--- src/rtl/acs_pkg.sv ---
package acs_pkg;
    // clock rate and documented times
    localparam int CLK_MHZ = 50;
    localparam int T_START_US = 800;
    localparam int T_WAKE_US = 450;
    localparam int T_SCLTO_MS = 35;
    localparam int US_PER_MS = 1000;
    // longest times round down, least time rounds up (all exact here)
    localparam int START_CYC = T_START_US * CLK_MHZ;
    localparam int WAKE_CYC = T_WAKE_US * CLK_MHZ;
    localparam int SCLTO_CYC = T_SCLTO_MS * US_PER_MS * CLK_MHZ;
    // core clocks per sampling clock period
    localparam int FS_DIV = 200;
    localparam int TMR_W = 21;
    localparam int LEN_W = 14;

    // register byte offsets
    localparam logic [7:0] OFS_CTRL = 8'h00;
    localparam logic [7:0] OFS_CONV = 8'h04;
    localparam logic [7:0] OFS_BIAS = 8'h08;
    localparam logic [7:0] OFS_ACFG1 = 8'h0c;
    localparam logic [7:0] OFS_ACFG5 = 8'h1c;
    localparam logic [7:0] OFS_STAT = 8'h20;
    localparam logic [7:0] OFS_IRQ_STAT = 8'h24;
    localparam logic [7:0] OFS_IRQ_MASK = 8'h28;
    localparam logic [7:0] OFS_LAST_LEN = 8'h2c;

    // control register bits
    localparam int CTRL_START = 0;
    localparam int CTRL_CONT = 1;
    localparam int CTRL_BYPASS = 2;
    localparam int CTRL_TO_EN = 3;
    localparam int CTRL_SOFT_RST = 4;
    localparam int CTRL_SLEEP = 5;

    // conversion config fields
    localparam int CONV_OSR_LSB = 0;
    localparam int CONV_NEL_LSB = 4;
    localparam logic [3:0] OSR_LOG2_MIN = 4'h3;
    localparam logic [3:0] OSR_LOG2_MAX = 4'ha;
    localparam logic [3:0] OSR_LOG2_RST = 4'h3;
    localparam logic [3:0] NEL_RST = 4'h1;

    // bias fields and reset (full bias)
    localparam int BIAS_AMP_LSB = 0;
    localparam int BIAS_ADC_LSB = 2;
    localparam logic [1:0] BIAS_RST = 2'h3;

    // status bits
    localparam int ST_BUSY = 0;
    localparam int ST_STARTED = 1;
    localparam int ST_OSC = 2;
    localparam int ST_SETTLED = 3;
    localparam int ST_RES_LSB = 8;

    // interrupt bits
    localparam int IRQ_W = 3;
    localparam int IRQ_CONV = 0;
    localparam int IRQ_SCLTO = 1;
    localparam int IRQ_STARTED = 2;

    // axi responses
    localparam logic [1:0] RESP_OKAY = 2'h0;
    localparam logic [1:0] RESP_SLVERR = 2'h2;
endpackage

--- src/rtl/acs_delay.sv ---
`timescale 1ns/1ps
// elapsed-time counter: restarts from zero, saturates at limit
module acs_delay #(
    parameter int W = 21
) (
    // clock and reset
    input wire logic core_clk,
    input wire logic rst_b,
    // control
    input wire logic restart,
    input wire logic [W-1:0] limit,
    // status
    output logic expired
);
    logic [W-1:0] cnt; // cycles since restart

    // count up until the limit is reached
    always_ff @(posedge core_clk or negedge rst_b)
    begin
        if (!rst_b)
        begin
            cnt <= '0;
        end
        else if (restart)
        begin
            cnt <= '0;
        end
        else if (cnt < limit)
        begin
            cnt <= cnt + W'(1);
        end
    end

    // expired once limit cycles have passed without restart
    assign expired = (cnt >= limit) && !restart;
endmodule

--- src/rtl/acs_sequencer.sv ---
`timescale 1ns/1ps
module acs_sequencer #(
    parameter int START_CYCLES = acs_pkg::START_CYC,
    parameter int WAKE_CYCLES = acs_pkg::WAKE_CYC,
    parameter int SCLTO_CYCLES = acs_pkg::SCLTO_CYC,
    parameter int FS_DIV = acs_pkg::FS_DIV
) (
    // clock and reset
    input wire logic core_clk,
    input wire logic rst_b,
    // axi4-lite write address
    input wire logic s_axi_awvalid,
    output logic s_axi_awready,
    input wire logic [7:0] s_axi_awaddr,
    // axi4-lite write data
    input wire logic s_axi_wvalid,
    output logic s_axi_wready,
    input wire logic [31:0] s_axi_wdata,
    input wire logic [3:0] s_axi_wstrb,
    // axi4-lite write response
    output logic s_axi_bvalid,
    input wire logic s_axi_bready,
    output logic [1:0] s_axi_bresp,
    // axi4-lite read address
    input wire logic s_axi_arvalid,
    output logic s_axi_arready,
    input wire logic [7:0] s_axi_araddr,
    // axi4-lite read data
    output logic s_axi_rvalid,
    input wire logic s_axi_rready,
    output logic [31:0] s_axi_rdata,
    output logic [1:0] s_axi_rresp,
    // serial bus clock pin
    input wire logic scl_in,
    // analog and status outputs
    output logic ready,
    output logic pga_reset,
    output logic serial_if_rst,
    output logic osc_en,
    output logic [2:0] amplifier_bias_quarters,
    output logic [2:0] converter_bias_quarters,
    output logic irq
);
    typedef enum logic [0:0] {ACS_IDLE, ACS_RUN} acs_state_t;

    // bus holding state
    logic aw_full; // write address held
    logic w_full; // write data held
    logic [7:0] aw_addr;
    logic [31:0] w_data;
    logic w_lo; // low byte lane enabled
    logic wr_go; // write performed this cycle
    logic wr_hit; // write address mapped
    logic [7:0] wa; // word-aligned write address
    logic [31:0] rd_mux;
    logic rd_hit;

    // software registers
    logic cont_mode;
    logic bypass;
    logic to_en;
    logic sleep;
    logic [3:0] osr_log2;
    logic [3:0] nel;
    logic [1:0] amplifier_bias_select;
    logic [1:0] converter_bias_select;
    logic [7:0] analog_config_registers [5];
    logic [acs_pkg::IRQ_W-1:0] irq_stat;
    logic [acs_pkg::IRQ_W-1:0] irq_mask;
    logic [acs_pkg::IRQ_W-1:0] irq_event;
    logic [acs_pkg::IRQ_W-1:0] irq_clr;

    // command pulses from writes
    logic start_req;
    logic soft_rst;
    logic acfg_wr;

    // timers and clocking
    logic started;
    logic started_q;
    logic osc_run;
    logic scl_meta;
    logic scl_s;
    logic scl_to;
    logic scl_to_q;
    logic [15:0] div_cnt;
    logic fs_tick;

    // conversion
    acs_state_t state;
    logic [acs_pkg::LEN_W-1:0] conv_len;
    logic [acs_pkg::LEN_W-1:0] conv_cnt;
    logic [acs_pkg::LEN_W-1:0] last_len;
    logic [10:0] settle_cnt;
    logic settled;
    logic conv_done;
    logic [4:0] resolution;
    logic [3:0] nel_log2;

    assign s_axi_awready = !aw_full && !s_axi_bvalid;
    assign s_axi_wready = !w_full && !s_axi_bvalid;
    assign wr_go = aw_full && w_full && !s_axi_bvalid;
    assign wa = {aw_addr[7:2], 2'h0};
    assign wr_hit = (wa <= acs_pkg::OFS_LAST_LEN);

    // hold address and data until both are present
    always_ff @(posedge core_clk or negedge rst_b)
    begin
        if (!rst_b)
        begin
            aw_full <= 1'b0;
            w_full <= 1'b0;
            aw_addr <= 8'h0;
            w_data <= 32'h0;
            w_lo <= 1'b0;
        end
        else
        begin
            if (s_axi_awvalid && s_axi_awready)
            begin
                aw_full <= 1'b1;
                aw_addr <= s_axi_awaddr;
            end
            else if (wr_go)
                aw_full <= 1'b0;
            if (s_axi_wvalid && s_axi_wready)
            begin
                w_full <= 1'b1;
                w_data <= s_axi_wdata;
                w_lo <= s_axi_wstrb[0];
            end
            else if (wr_go)
                w_full <= 1'b0;
        end
    end

    // write response after the write is done
    always_ff @(posedge core_clk or negedge rst_b)
    begin
        if (!rst_b)
        begin
            s_axi_bvalid <= 1'b0;
            s_axi_bresp <= acs_pkg::RESP_OKAY;
        end
        else if (wr_go)
        begin
            s_axi_bvalid <= 1'b1;
            s_axi_bresp <= wr_hit ? acs_pkg::RESP_OKAY : acs_pkg::RESP_SLVERR;
        end
        else if (s_axi_bready)
            s_axi_bvalid <= 1'b0;
    end

    // read decode
    always_comb
    begin
        rd_hit = 1'b1;
        rd_mux = 32'h0;
        unique case ({s_axi_araddr[7:2], 2'h0})
            acs_pkg::OFS_CTRL: rd_mux = 32'({sleep, 1'b0, to_en, bypass, cont_mode, 1'b0});
            acs_pkg::OFS_CONV: rd_mux = 32'({nel, osr_log2});
            acs_pkg::OFS_BIAS: rd_mux = 32'({converter_bias_select, amplifier_bias_select});
            acs_pkg::OFS_STAT: rd_mux = 32'({resolution, 4'h0, settled, osc_run, started,
                                             state == ACS_RUN});
            acs_pkg::OFS_IRQ_STAT: rd_mux = 32'(irq_stat);
            acs_pkg::OFS_IRQ_MASK: rd_mux = 32'(irq_mask);
            acs_pkg::OFS_LAST_LEN: rd_mux = 32'(last_len);
            // analog config block or unmapped
            default:
                if (s_axi_araddr >= acs_pkg::OFS_ACFG1 && s_axi_araddr <= acs_pkg::OFS_ACFG5 + 8'h3)
                    rd_mux = 32'(analog_config_registers[3'(s_axi_araddr[4:2] - 3'h3)]);
                else
                    rd_hit = 1'b0;
        endcase
    end

    assign s_axi_arready = !s_axi_rvalid;

    // read data one cycle after the address is taken
    always_ff @(posedge core_clk or negedge rst_b)
    begin
        if (!rst_b)
        begin
            s_axi_rvalid <= 1'b0;
            s_axi_rdata <= 32'h0;
            s_axi_rresp <= acs_pkg::RESP_OKAY;
        end
        else if (s_axi_arvalid && s_axi_arready)
        begin
            s_axi_rvalid <= 1'b1;
            s_axi_rdata <= rd_mux;
            s_axi_rresp <= rd_hit ? acs_pkg::RESP_OKAY : acs_pkg::RESP_SLVERR;
        end
        else if (s_axi_rready)
            s_axi_rvalid <= 1'b0;
    end

    assign start_req = wr_go && w_lo && wa == acs_pkg::OFS_CTRL && w_data[acs_pkg::CTRL_START];
    assign soft_rst = wr_go && w_lo && wa == acs_pkg::OFS_CTRL
                      && w_data[acs_pkg::CTRL_SOFT_RST];
    assign acfg_wr = wr_go && w_lo && wa >= acs_pkg::OFS_ACFG1 && wa <= acs_pkg::OFS_ACFG5;
    assign irq_clr = (wr_go && w_lo && wa == acs_pkg::OFS_IRQ_STAT)
                     ? w_data[acs_pkg::IRQ_W-1:0] : '0;

    // control, conversion and bias settings
    always_ff @(posedge core_clk or negedge rst_b)
    begin
        if (!rst_b)
        begin
            cont_mode <= 1'b0;
            bypass <= 1'b0;
            to_en <= 1'b1;
            sleep <= 1'b0;
            osr_log2 <= acs_pkg::OSR_LOG2_RST;
            nel <= acs_pkg::NEL_RST;
            amplifier_bias_select <= acs_pkg::BIAS_RST;
            converter_bias_select <= acs_pkg::BIAS_RST;
            irq_mask <= '0;
        end
        else if (soft_rst)
        begin
            // software reset restores cont_mode, to_en and sleep defaults
            cont_mode <= 1'b0;
            to_en <= 1'b1;
            sleep <= 1'b0;
        end
        else if (wr_go && w_lo)
        begin
            if (wa == acs_pkg::OFS_CTRL)
            begin
                cont_mode <= w_data[acs_pkg::CTRL_CONT];
                bypass <= w_data[acs_pkg::CTRL_BYPASS];
                to_en <= w_data[acs_pkg::CTRL_TO_EN];
                sleep <= w_data[acs_pkg::CTRL_SLEEP];
            end
            // any other bus write with the low byte lane enabled wakes the device
            else if (sleep)
                sleep <= 1'b0;
            if (wa == acs_pkg::OFS_CONV)
            begin
                // illegal ratio or count keeps old value
                if (w_data[acs_pkg::CONV_OSR_LSB +: 4] >= acs_pkg::OSR_LOG2_MIN
                    && w_data[acs_pkg::CONV_OSR_LSB +: 4] <= acs_pkg::OSR_LOG2_MAX)
                    osr_log2 <= w_data[acs_pkg::CONV_OSR_LSB +: 4];
                if ($onehot(w_data[acs_pkg::CONV_NEL_LSB +: 4]))
                    nel <= w_data[acs_pkg::CONV_NEL_LSB +: 4];
            end
            if (wa == acs_pkg::OFS_BIAS)
            begin
                amplifier_bias_select <= w_data[acs_pkg::BIAS_AMP_LSB +: 2];
                converter_bias_select <= w_data[acs_pkg::BIAS_ADC_LSB +: 2];
            end
            if (wa == acs_pkg::OFS_IRQ_MASK)
                irq_mask <= w_data[acs_pkg::IRQ_W-1:0];
        end
    end

    // analog configuration storage
    always_ff @(posedge core_clk or negedge rst_b)
    begin
        if (!rst_b)
            for (int i = 0; i < 5; i++)
                analog_config_registers[i] <= 8'h0;
        else if (acfg_wr)
            analog_config_registers[3'(wa[4:2] - 3'h3)] <= w_data[7:0];
    end

    // amplifier reset pulse on every analog config write
    always_ff @(posedge core_clk or negedge rst_b)
    begin
        if (!rst_b)
            pga_reset <= 1'b0;
        else
            pga_reset <= acfg_wr;
    end

    // bias code to quarters of full current
    assign amplifier_bias_quarters = {1'b0, amplifier_bias_select} + 3'h1;
    assign converter_bias_quarters = {1'b0, converter_bias_select} + 3'h1;

    acs_delay #(.W(acs_pkg::TMR_W)) u_start (
        .core_clk(core_clk),
        .rst_b(rst_b),
        .restart(soft_rst),
        .limit(acs_pkg::TMR_W'(START_CYCLES)),
        .expired(started)
    );

    acs_delay #(.W(acs_pkg::TMR_W)) u_wake (
        .core_clk(core_clk),
        .rst_b(rst_b),
        .restart(sleep),
        .limit(acs_pkg::TMR_W'(WAKE_CYCLES)),
        .expired(osc_run)
    );

    acs_delay #(.W(acs_pkg::TMR_W)) u_sclto (
        .core_clk(core_clk),
        .rst_b(rst_b),
        .restart(scl_s || !to_en),
        .limit(acs_pkg::TMR_W'(SCLTO_CYCLES)),
        .expired(scl_to)
    );

    assign osc_en = !sleep;

    // pin synchroniser and edge memories
    always_ff @(posedge core_clk or negedge rst_b)
    begin
        if (!rst_b)
        begin
            scl_meta <= 1'b1;
            scl_s <= 1'b1;
            scl_to_q <= 1'b0;
            started_q <= 1'b0;
            serial_if_rst <= 1'b0;
        end
        else
        begin
            scl_meta <= scl_in;
            scl_s <= scl_meta;
            scl_to_q <= scl_to;
            started_q <= started;
            serial_if_rst <= scl_to && !scl_to_q;
        end
    end

    // sampling clock divider, held at zero while osc_run is low
    always_ff @(posedge core_clk or negedge rst_b)
    begin
        if (!rst_b)
            div_cnt <= 16'h0;
        else if (!osc_run || fs_tick)
            div_cnt <= 16'h0;
        else
            div_cnt <= div_cnt + 16'h1;
    end

    assign fs_tick = osc_run && div_cnt == 16'(FS_DIV - 1);

    // log2 of the one-hot elementary count
    always_comb
    begin
        nel_log2 = 4'h0;
        for (int i = 0; i < 4; i++)
            if (nel[i])
                nel_log2 = 4'(i);
    end

    assign conv_len = acs_pkg::LEN_W'(nel) * ((acs_pkg::LEN_W'(1) << osr_log2)
                      + acs_pkg::LEN_W'(1)) + acs_pkg::LEN_W'(1);
    assign resolution = 5'({osr_log2, 1'b0}) + 5'(nel_log2);
    assign conv_done = state == ACS_RUN && fs_tick && conv_cnt == last_len - acs_pkg::LEN_W'(1);

    // conversion state and period counter
    always_ff @(posedge core_clk or negedge rst_b)
    begin
        if (!rst_b)
        begin
            state <= ACS_IDLE;
            conv_cnt <= '0;
            last_len <= '0;
        end
        else if (soft_rst || !started)
        begin
            state <= ACS_IDLE;
            conv_cnt <= '0;
        end
        else
        begin
            unique case (state)
                // start only when running and awake
                ACS_IDLE:
                    if (start_req && osc_run)
                    begin
                        state <= ACS_RUN;
                        conv_cnt <= '0;
                        last_len <= conv_len;
                    end
                ACS_RUN:
                    if (conv_done)
                    begin
                        // continuous mode rearms at once
                        state <= cont_mode ? ACS_RUN : ACS_IDLE;
                        conv_cnt <= '0;
                        last_len <= conv_len;
                    end
                    else if (fs_tick)
                        conv_cnt <= conv_cnt + acs_pkg::LEN_W'(1);
            endcase
        end
    end

    // ready high for one sampling period after completion
    always_ff @(posedge core_clk or negedge rst_b)
    begin
        if (!rst_b)
            ready <= 1'b0;
        else if (conv_done)
            ready <= 1'b1;
        else if (fs_tick || !osc_run)
            ready <= 1'b0;
    end

    // amplifier settling status after config write
    always_ff @(posedge core_clk or negedge rst_b)
    begin
        if (!rst_b)
            settle_cnt <= '0;
        else if (acfg_wr)
            settle_cnt <= 11'(11'h1 << osr_log2);
        else if (fs_tick && settle_cnt != 11'h0)
            settle_cnt <= settle_cnt - 11'h1;
    end

    assign settled = bypass || settle_cnt == 11'h0;

    // interrupts: sticky, set wins over clear
    assign irq_event = {started && !started_q, scl_to && !scl_to_q, conv_done};

    always_ff @(posedge core_clk or negedge rst_b)
    begin
        if (!rst_b)
            irq_stat <= '0;
        else
            irq_stat <= (irq_stat & ~irq_clr) | irq_event;
    end

    assign irq = |(irq_stat & irq_mask);
endmodule

--- config.mk ---
export PLATFORM = sky130hd
export DESIGN_NAME = acs_sequencer
export DESIGN_NICKNAME = d
export VERILOG_FILES = /design/src/rtl/acs_pkg.sv /design/src/rtl/acs_delay.sv /design/src/rtl/acs_sequencer.sv
export SDC_FILE = /design/constraint.sdc
export NUM_CORES = 1
export LEC_CHECK = 0
export ABC_AREA = 1
export BUFFER_PORTS_ARGS = -buffer_cell sky130_fd_sc_hd__buf_2
export CELL_PAD_IN_SITES_DETAIL_PLACEMENT = 0
export CELL_PAD_IN_SITES_GLOBAL_PLACEMENT = 2
export CORE_AREA = 4 4 219 221
export DETAILED_ROUTE_END_ITERATION = 10
export DIE_AREA = 0 0 223 225
export PLACE_DENSITY = 0.79
export RECOVER_POWER = 25
export SLEW_MARGIN = 5
export SYNTH_ARGS = -nofsm -noshare
export SYNTH_HDL_FRONTEND = slang
export SYNTH_SLANG_ARGS = --single-unit
--- constraint.sdc ---
create_clock -name core_clk -period 7.9 [get_ports core_clk]
set_input_delay 1.58 -clock core_clk [delete_from_list [all_inputs] [get_ports core_clk]]
set_output_delay 1.58 -clock core_clk [all_outputs]
set_load 0.03 [all_outputs]
After elaboration in Yosys (flattened, before gate mapping)
Cells that the tools add are included.
{"block": "classes", "n_addsub": 17, "n_mul": 1, "order_cmp": 16, "n_eq_ne": 17, "shift": 2, "n_mux": 56, "bitwise_logic": 9, "reduce_logical": 68}
{"operator": "2-to-1 mux 21 bit", "n": 6}
{"operator": "one-hot mux 14 bit (7 select lines)", "n": 1}
{"operator": "2-to-1 mux 14 bit", "n": 6}
{"operator": "adder 21 x 1 -> 21 bit, second input constant", "n": 3}
{"operator": "one-hot mux 14 bit (2 select lines)", "n": 2}
{"operator": "adder 14 x 1 -> 14 bit, second input constant", "n": 3}
{"operator": "bitwise mux 40 bit", "n": 1}
{"operator": "equality test 6 x 4 -> 1 bit, second input constant", "n": 6}
{"operator": "2-to-1 mux 8 bit", "n": 4}
{"operator": "logical AND 1 bit", "n": 27}
{"operator": "2-to-1 mux 1 bit", "n": 25}
{"operator": "binary-select mux 8 bit (select 3 bit)", "n": 1}
{"operator": "demux 8 bit (select 3 bit)", "n": 1}
{"operator": "2-to-1 mux 11 bit", "n": 2}
{"operator": "nonzero test 2 bit", "n": 11}
{"operator": ">= comparator 21 x 15 -> 1 bit, second input constant", "n": 1}
{"operator": ">= comparator 21 x 16 -> 1 bit, second input constant", "n": 1}
{"operator": ">= comparator 21 bit, second input constant", "n": 1}
{"operator": "less-than comparator 21 x 15 -> 1 bit, second input constant", "n": 1}
{"operator": "less-than comparator 21 x 16 -> 1 bit, second input constant", "n": 1}
{"operator": "less-than comparator 21 bit, second input constant", "n": 1}
{"operator": "adder 16 x 1 -> 16 bit, second input constant", "n": 1}
{"operator": "equality test 16 x 8 -> 1 bit, second input constant", "n": 1}
{"operator": ">= comparator 8 x 4 -> 1 bit, second input constant", "n": 2}
{"operator": "other kinds (45)", "n": 77}
{"block": "totals", "regBits": 245, "out_inout_bits": 52, "word_cells": 226}

Depth between registers and ports, before layout
Gate-level depths: netlist (run 1).
{"block": "logic_depth", "ltp_word": 11, "depth_mapped": 23}

By module
Synthesis (run 1) repeated with hierarchy kept, for this count alone.
{"block": "hier_totals", "hier_cells": 2324, "area_unflattened_um2": 16495.8}
{"module": "acs_sequencer", "n_inst": 1, "cells_each": 1352, "area_per_inst_um2": 10283.6, "seq_area_each_um2": 4016.4}
{"module": "acs_delay", "n_inst": 3, "cells_each": 324, "area_per_inst_um2": 2070.7, "seq_area_each_um2": 525.5}

Least setup slack after synthesis (run 1)
Ideal clock, no wire load.
{"block": "synth_timing", "path_kind": "flip-flop to flip-flop", "startpoint": "register osr_log2[0]", "endpoint": "register last_len[11] in the netlist's numbering", "arrival_ns": 3.925, "required_ns": 7.835, "path_slack_ns": 3.910, "stages_incl_launch_ff": 23, "period_less_slack_ns": 3.990, "cell_sequence": "dfstp_2 inv_1 nor2_1 inv_1 nor2_1 inv_1 nor2_1 ha_1 nand2_1 inv_1 fa_1 inv_1 fa_1 inv_1 ha_1 a21oi_1 nand2_1 a21boi_0 o21ai_0 a21oi_1 xor2_1 nand3_1 nand2_1"}
{"block": "synth_between", "elab_chain_len": 6, "word_cells_on_any_way": 7}
{"item": "start: declaration", "line_no": "acs_sequencer.sv:63", "text": "logic [3:0] osr_log2;"}
{"item": "start signal: assignment", "line_no": "acs_sequencer.sv:214", "text": "osr_log2 <= acs_pkg::OSR_LOG2_RST;"}
{"item": "start signal: assignment", "line_no": "acs_sequencer.sv:244", "text": "osr_log2 <= w_data[acs_pkg::CONV_OSR_LSB +: 4];"}
{"item": "<< shifter 1 x 4 -> 14 bit *", "line_no": "acs_sequencer.sv:350", "text": "assign conv_len = acs_pkg::LEN_W'(nel) * ((acs_pkg::LEN_W'(1) << osr_log2)"}
{"item": "adder 14 x 1 -> 14 bit *", "line_no": "acs_sequencer.sv:351", "text": "+ acs_pkg::LEN_W'(1)) + acs_pkg::LEN_W'(1);"}
{"item": "multiplier 4 x 14 -> 14 bit *", "line_no": "acs_sequencer.sv:350"}
{"item": "adder 14 x 1 -> 14 bit *", "line_no": "acs_sequencer.sv:351"}
{"item": "2-to-1 mux 14 bit (on tied branches)", "line_no": "acs_sequencer.sv:381, acs_sequencer.sv:374"}
{"item": "one-hot mux 14 bit (2 select lines) *", "line_no": "acs_sequencer.sv:371", "text": "unique case (state)"}
{"item": "end signal: assignment", "line_no": "acs_sequencer.sv:378", "text": "last_len <= conv_len;"}
{"item": "end signal: assignment", "line_no": "acs_sequencer.sv:386", "text": "last_len <= conv_len;"}
{"item": "end: declaration", "line_no": "acs_sequencer.sv:93", "text": "logic [acs_pkg::LEN_W-1:0] last_len;"}
Every way passes the cells marked *; elsewhere a longest branch is shown, timed or not. The select of a mux whose other input is x is not followed.
A chain may end at the register's enable or synchronous reset.

Final worst setup path (run 1)
Same ends and word-level chain as after synthesis.

==> run summary, run 1 <==
status: finished, final reports clean
global placement routability congestion: 0.8188
gr usage total: 14.96%
Yosys reg bits: 223
sequential fraction of the synthesis area: 40.95%
startpoint types: flop
Max Cap Viol: 0
count of cell types in the netlist: 55
Via Count: 11608
Yosys top cell area share: 39.03%
antenna fix cells: 0
antenna viol nets, final: 0
vias in the first global route: 11424
Final nets: 1975
reg-to-reg startpoint: osr_log2[0]
Syn Std Cell Area: 0.01366 mm^2
Fin Setup TNS: 0 ps
R2R setup slack: 3380 ps
Hold Crit Start: scl_meta
Layout Skew: 31.12 ps
CTS-repair resized insts: 0
gr ovfl total: 0
Pre-Repair DR Iteration Count: 5
core area: 0.04616 mm^2
clock period minus worst slack: 4518 ps
synthesized area per cell: 7.579 um^2
die width: 223 um
antenna violations before repair: 0
H-tree depth: 1
Clock transition at path regs: 60 ps
Die Y: 225 um
Inst Count DP: 2430
fin worst setup slack: 3382 ps
number of vias per cell: 4.677
Async SR Flop Fraction: 100.0%
Synthesis Warnings: 0
final core occ: 33.62%
Final Setup Violations: 0
WL/cell: 15.34 um
critical path required time: 8400 ps
Period Utilization, post-route: 57.18%
Worst Hold Class: reg2reg
Clock Latency Late Sink: 570 ps
r2r endpoint: last_len[11]
worst slack, placed: 3222 ps
CTS tree: built
number of CTS-inserted buffers: 28
I/O Buffers: 60
# Post-CTS Setup Buffers: 0
area of the die: 0.05018 mm^2
Yosys top cell by area: dfrtp_1
Tot Pwr: 3697 uW
Synth Flop Type: dfrtp_1
Crit Path Category: reg2reg
reg2reg path depth: 23
RSZ-0062 raised after global routing: false
Max transition margin: 32.25%
critical path endpoint category: flop
Root Buffer: clkbuf_16
power per standard cell area: 238.2 mW/mm^2
total clock sinks: 223
Fmax achieved: 0.2214 GHz
Routed WL: 38.07 mm
Slew Limit Fails: 0
Max rail drop VDD: 0.2024 mV
IO Count: 112
share of cells above drive strength 1: 8.427%
largest net degree at the start of global routing: 116
global-route wire length before repair: 61.84 mm
Tightest Pin Transition: 1008 ps
crit path DAT: 5020 ps
crit-path max FO: 7
top post-synthesis cells by area: dfrtp_1 39%, nand2_1 11%, inv_1 7.0%
maximum clock path buffer count: 3
Worst Hold End: scl_s
Post-Synthesis Cells: 1802
drt initial violations: 598
DRC: 0
fillcell total: 4998
Initial Util: 29.59%
hold path cells: 0
CTS Hold Bufs: 0
Post-synth EDFFs: 0
Non-Filler Instances: 2482
Area Growth Syn to Fin: 13.64%
Worst Setup SP: osr_log2[0]
leakage: 0.007456 uW
dpl hpwl: 28.35 mm
final hold violation count: 0
# rows: 79
[worst max path at each step]
stage          slack, ps  depth (start not counted)        endpoint
2_1_floorplan       3910                         22    last_len[11]
3_3_place_gp        3210                          8  s_axi_rdata[4]
3_5_place_dp        3220                          8  s_axi_rdata[4]
5_1_grt             2840                         23    last_len[11]
4_1_cts             3410                         22    last_len[11]
6_report            3380                         23    last_len[11]
[kinds of logic after synthesis]
| group | share of synthesized area, % |
|---|---|
| and+or+nand+nor | 27.15 |
| buffers and inverters | 9.885 |
| AOI/OAI and AO/OA | 11.52 |
| DFF | 40.95 |
| adders and majority gates | 6.889 |
| xor gates and xnor gates | 3.335 |
| muxes | 0.2473 |
| other | 0.02746 |
[critical path, stage by stage (launching register included)]
cell and delay [ps]:
dfstp_2 600, inv_1 90, nor2_1 90, inv_1 70, nor2_1 140, inv_1 80, nor2_1 140, ha_1 180
xor2_1 80, inv_1 140, nor2_1 70, fa_1 510, inv_1 60, fa_1 530, inv_1 40, ha_1 340
a21oi_1 140, nand2_1 120, a21boi_0 310, o21ai_0 190, a21oi_1 190, xor2_1 160, nand3_1 100, nand2_1 90
[layout make-up]
cell class | count | area [um^2] | area share, %
inverters | 271 | 1017 | 6.554
flip-flops and latches | 223 | 5593 | 36.03
clock inverters | 16 | 242.7 | 1.564
clock buffers | 36 | 802.0 | 5.167
multi-input cells | 1266 | 6765 | 43.59
well taps | 607 | 759.5 | 4.893
repair buffers | 63 | 341.6 | 2.201
[power by group]
group / internal [uW] / switching (uW) / total (uW)
clock: 911 / 534 / 1450
sequential: 1340 / 138 / 1470
combinational: 247 / 532 / 779
[stage by stage]
stage | hold WS (ps) | area [um^2]
CTS | 362.6 | 15550
global route | 360.9 | 15520
global placement | 346.4 | 14500
finish | 355.9 | 15520
detailed placement | 347.8 | 14500
floorplan | 345.2 | 13730
[registers in the layout, indices dropped and copies added, names as in the netlist, 3 cells and up]
name and count:
w_data 8, nel 4, aw_addr 6, osr_log2 4, last_len 14, u_wake.cnt 21, u_start.cnt 21, analog_config_registers 40
settle_cnt 11, u_sclto.cnt 21, div_cnt 16, conv_cnt 14, s_axi_rdata 14, irq_stat 3, irq_mask 3
[routing by layer]
layer | GRT usage (%) | part of all wire, % | vias to the layer above
li1 | - | - | 5900
met1 | 20.94 | 48 | 5487
met2 | 24.85 | 46 | 179
met3 | 2.071 | 3.6 | 42
met4 | 3.301 | 1.7 | 0
met5 | 0 | 0 | -
[synth_stat cells, types with 5 or more instances]
cell type    n
a21oi_1     69
a31oi_1      6
buf_2       11
buf_4       22
clkbuf_1    25
clkinv_1     7
dfrtp_1    213
dfstp_2     10
fa_1        22
ha_1        40
inv_1      255
inv_2        9
nand2_1    402
nand2_2      5
nand3_1    103
nand3b_1     7
nand4_1     41
nor2_1     196
nor2_2       6
nor3_1      54
nor4_1       9
o211ai_1     6
o21ai_0    114
o21ai_1     28
o22ai_1     16
o31ai_1     14
xnor2_1     11
xor2_1      41
[cell usage in the layout, fill, tap and decap left out, types with 7 or more instances in the layout]
| cell | instances |
|---|---|
| inv_2 | 8 |
| nand3_1 | 103 |
| clkbuf_16 | 29 |
| dfrtp_1 | 213 |
| ha_1 | 40 |
| nand4_1 | 41 |
| clkinv_1 | 7 |
| o22ai_1 | 16 |
| conb_1 | 20 |
| o21ai_0 | 114 |
| dfstp_2 | 10 |
| nor2_1 | 197 |
| inv_1 | 256 |
| a21oi_1 | 69 |
| nand2_1 | 405 |
| xnor2_1 | 11 |
| fa_1 | 22 |
| nand3b_1 | 7 |
| o21ai_1 | 28 |
| nor4_1 | 9 |
| nor3_1 | 55 |
| o31ai_1 | 14 |
| buf_2 | 59 |
| xor2_1 | 41 |
(Power assumes the default switching activity.)
==> run 2, diff against run 1 <==
- clock period: 7.9 -> 4.6 ns (I/O delays scaled with it)
==> run 2 against run 1 <==
  * The flow now finishes with violations (max-capacitance violations, max-slew violations)
  * Clock skew shrank 15 ps
  * Design area down 0.19%
  * Clock-buffer cell count is 3 higher
  * Clock power rose by 52%
  * Core utilization down 0.065 points
  * Total power increased by 65%
  * Largest cell class unchanged
  * Highest routed layer unchanged
==> run summary, run 2 (synthesized netlist as in run 1, its figures left out) <==
Tightest Pin Transition: 2659 ps (+1650 ps)
Clock Latency Late Sink: 570 ps (about the same)
share of cells above drive strength 1: 9.269% (+0.84 points)
Crit Path Category: reg2reg
power per standard cell area: 392.7 mW/mm^2 (+65%)
vias in the first global route: 11601 (+1.5%)
dpl cell area: 0.01460 mm^2 (+0.67%)
antenna violations before repair: 2 (+2)
clock period minus worst slack: 4205 ps (-312.2 ps)
Worst Hold Class: reg2reg
total clock sinks: 223 (unchanged)
number of vias per cell: 4.726 (+1.1%)
CTS tree: built
Max Cap Viol: 1 (+1)
area of the die: 0.05018 mm^2 (unchanged)
# Post-CTS Setup Buffers: 0 (unchanged)
reg2reg path depth: 22 (-4.3%)
WL/cell: 15.61 um (+1.8%)
antenna fix cells: 0 (unchanged)
antenna viol nets, final: 0 (unchanged)
critical path endpoint category: flop
Final nets: 1988 (+0.66%)
Sw Share: 34.05% (+1.5 points)
failing checks: max-capacitance violations, max-slew violations
Max rail drop VDD: 0.3865 mV (+91%)
design area: 0.01549 mm^2 (-0.19%)
Tot Pwr: 6083 uW (+65%)
Via Count: 11792 (+1.6%)
global placement routability congestion: 0.8526 (+4.1%)
Slew Limit Fails: 96 (+96)
Fin Setup TNS: 0 ps (unchanged)
I/O Buffers: 60 (unchanged)
Die Y: 225 um (unchanged)
Layout Skew: 16.21 ps (-14.91 ps)
Net Switching: 2071 uW (+72%)
fillcell total: 4949 (-0.98%)
Clock transition at path regs: 60 ps (about the same)
number of CTS-inserted buffers: 28 (unchanged)
Fmax achieved: 0.2378 GHz (+7.4%)
hold path cells: 0 (unchanged)
DRC: 0 (unchanged)
maximum clock path buffer count: 3 (unchanged)
Most flops, register: analog_config_registers
Clk network pwr share: 36.3% (-2.8 points)
leakage: 0.007454 uW (about the same)
largest net degree at the start of global routing: 96 (-17%)
Period Utilization, post-route: 91.42% (+34 points)
Root Buffer: clkbuf_16
register share of total power: 41.7% (+1.9 points)
Comb pwr share: 21.9% (+0.8 points)
core area: 0.04616 mm^2 (unchanged)
H-tree depth: 1 (unchanged)
dpl hpwl: 29.24 mm (+3.1%)
status: finished, violations left
critical path required time: 5100 ps (-3300 ps)
Routed WL: 38.95 mm (+2.3%)
most common cell after layout, fill and taps aside: nand2_1
RSZ-0062 raised after global routing: false
CTS Hold Bufs: 0 (unchanged)
Largest register FFs: 40 (unchanged)
Area Growth Syn to Fin: 13.42%
IO Count: 112 (unchanged)
Final Setup Violations: 0 (unchanged)
Cell Int Power: 4011 uW (+61%)
gr usage total: 15.36% (+0.40 points)
Max transition margin: -77.25% (-110 points)
final hold violation count: 0 (unchanged)
crit-path max FO: 4 (-3)
Pre-Repair DR Iteration Count: 5 (unchanged)
Initial Util: 29.59% (unchanged)
# rows: 79 (unchanged)
most frequent cells in the layout: 402 x nand2_1, 255 x inv_1, 213 x dfrtp_1, 196 x nor2_1, 114 x o21ai_0
die width: 223 um (unchanged)
global-route wire length before repair: 63.04 mm (+1.9%)
crit path DAT: 4700 ps (-320 ps)
drt initial violations: 740 (+24%)
CTS-repair resized insts: 0 (unchanged)
startpoint types: flop
gr ovfl total: 0 (unchanged)
run 2: cell types whose count changed in the layout (fill, tap and decap cells not counted), moves of 2 or more:
| cell | change |
|---|---|
| buf_4 | +13 |
| bufinv_16 | -5 |
| clkbuf_1 | +2 |
| clkbuf_8 | +2 |
| nand2_1 | -3 |
| nand2_2 | +3 |
run 2: through the flow:
stage / cells / setup slack (ps) / hold WS, ps / utilization (%)
6_report: 2495 / 394.6 / 359.8 / 33.56
4_1_cts: 2495 / 244.8 / 360.0 / 33.63
2_1_floorplan: 1821 / 610.4 / 345.2 / -
5_1_grt: 2495 / 34.20 / 365.5 / 33.56
3_5_place_dp: 2443 / 272.7 / 351.2 / 31.63
3_3_place_gp: 2443 / 214.4 / 346.7 / 31.63
run 2: power groups by stage:
stage                     clock, uW  sequential [uW]  combinational [uW]
after floorplan                   0             2530                 954
after global placement            0             2560                1340
after detailed placement          0             2570                1360
after CTS                      2290             2540                1370
after global routing           2370             2580                1540
final                          2210             2540                1330
run 2: critical path, stage by stage (launching register included):
cell and delay (ps):
dfstp_2 520, inv_1 50, nor2_1 80, inv_1 70, nor2_1 130, inv_1 70, nor2_1 160, ha_1 190
xor2_1 80, inv_1 140, nor2_1 70, fa_1 530, inv_1 60, fa_1 530, inv_1 40, ha_1 340
a21o_1 210, a21oi_1 180, o21ai_0 170, a21oi_1 190, xor2_1 150, nand3_1 90, nand2_1 90
run 2: final cells by class:
class | count | area, um^2 | share of cell area [%]
Clock inverter | 13 | 113.9 | 0.7350
Timing Repair Buffer | 76 | 416.7 | 2.690
Tap cell | 607 | 759.5 | 4.903
Multi-Input combinational cell | 1266 | 6779 | 43.76
Sequential cell | 223 | 5593 | 36.10
Inverter | 271 | 1017 | 6.567
Clock buffer | 39 | 812.0 | 5.242
run 2: worst paths after layout:
kind / end / start / slack (ps)
min reg2reg: scl_s / scl_meta / 360
min in group asynchronous: conv_cnt[8] / rst_b / 1140
min: scl_s / scl_meta / 360
max: last_len[10] / osr_log2[0] / 390
max reg2reg: last_len[10] / osr_log2[0] / 390
max in group asynchronous: last_len[9] / rst_b / 1090
run 2: routing by layer:
| layer | vias to the layer above | GRT usage (%) | wire length (um) |
|---|---|---|---|
| li1 | 5930 | - | - |
| met1 | 5603 | 21.24 | 18570 |
| met2 | 209 | 25.67 | 17910 |
| met3 | 50 | 2.162 | 1611 |
| met4 | 0 | 3.659 | 852 |
| met5 | - | 0 | 0 |
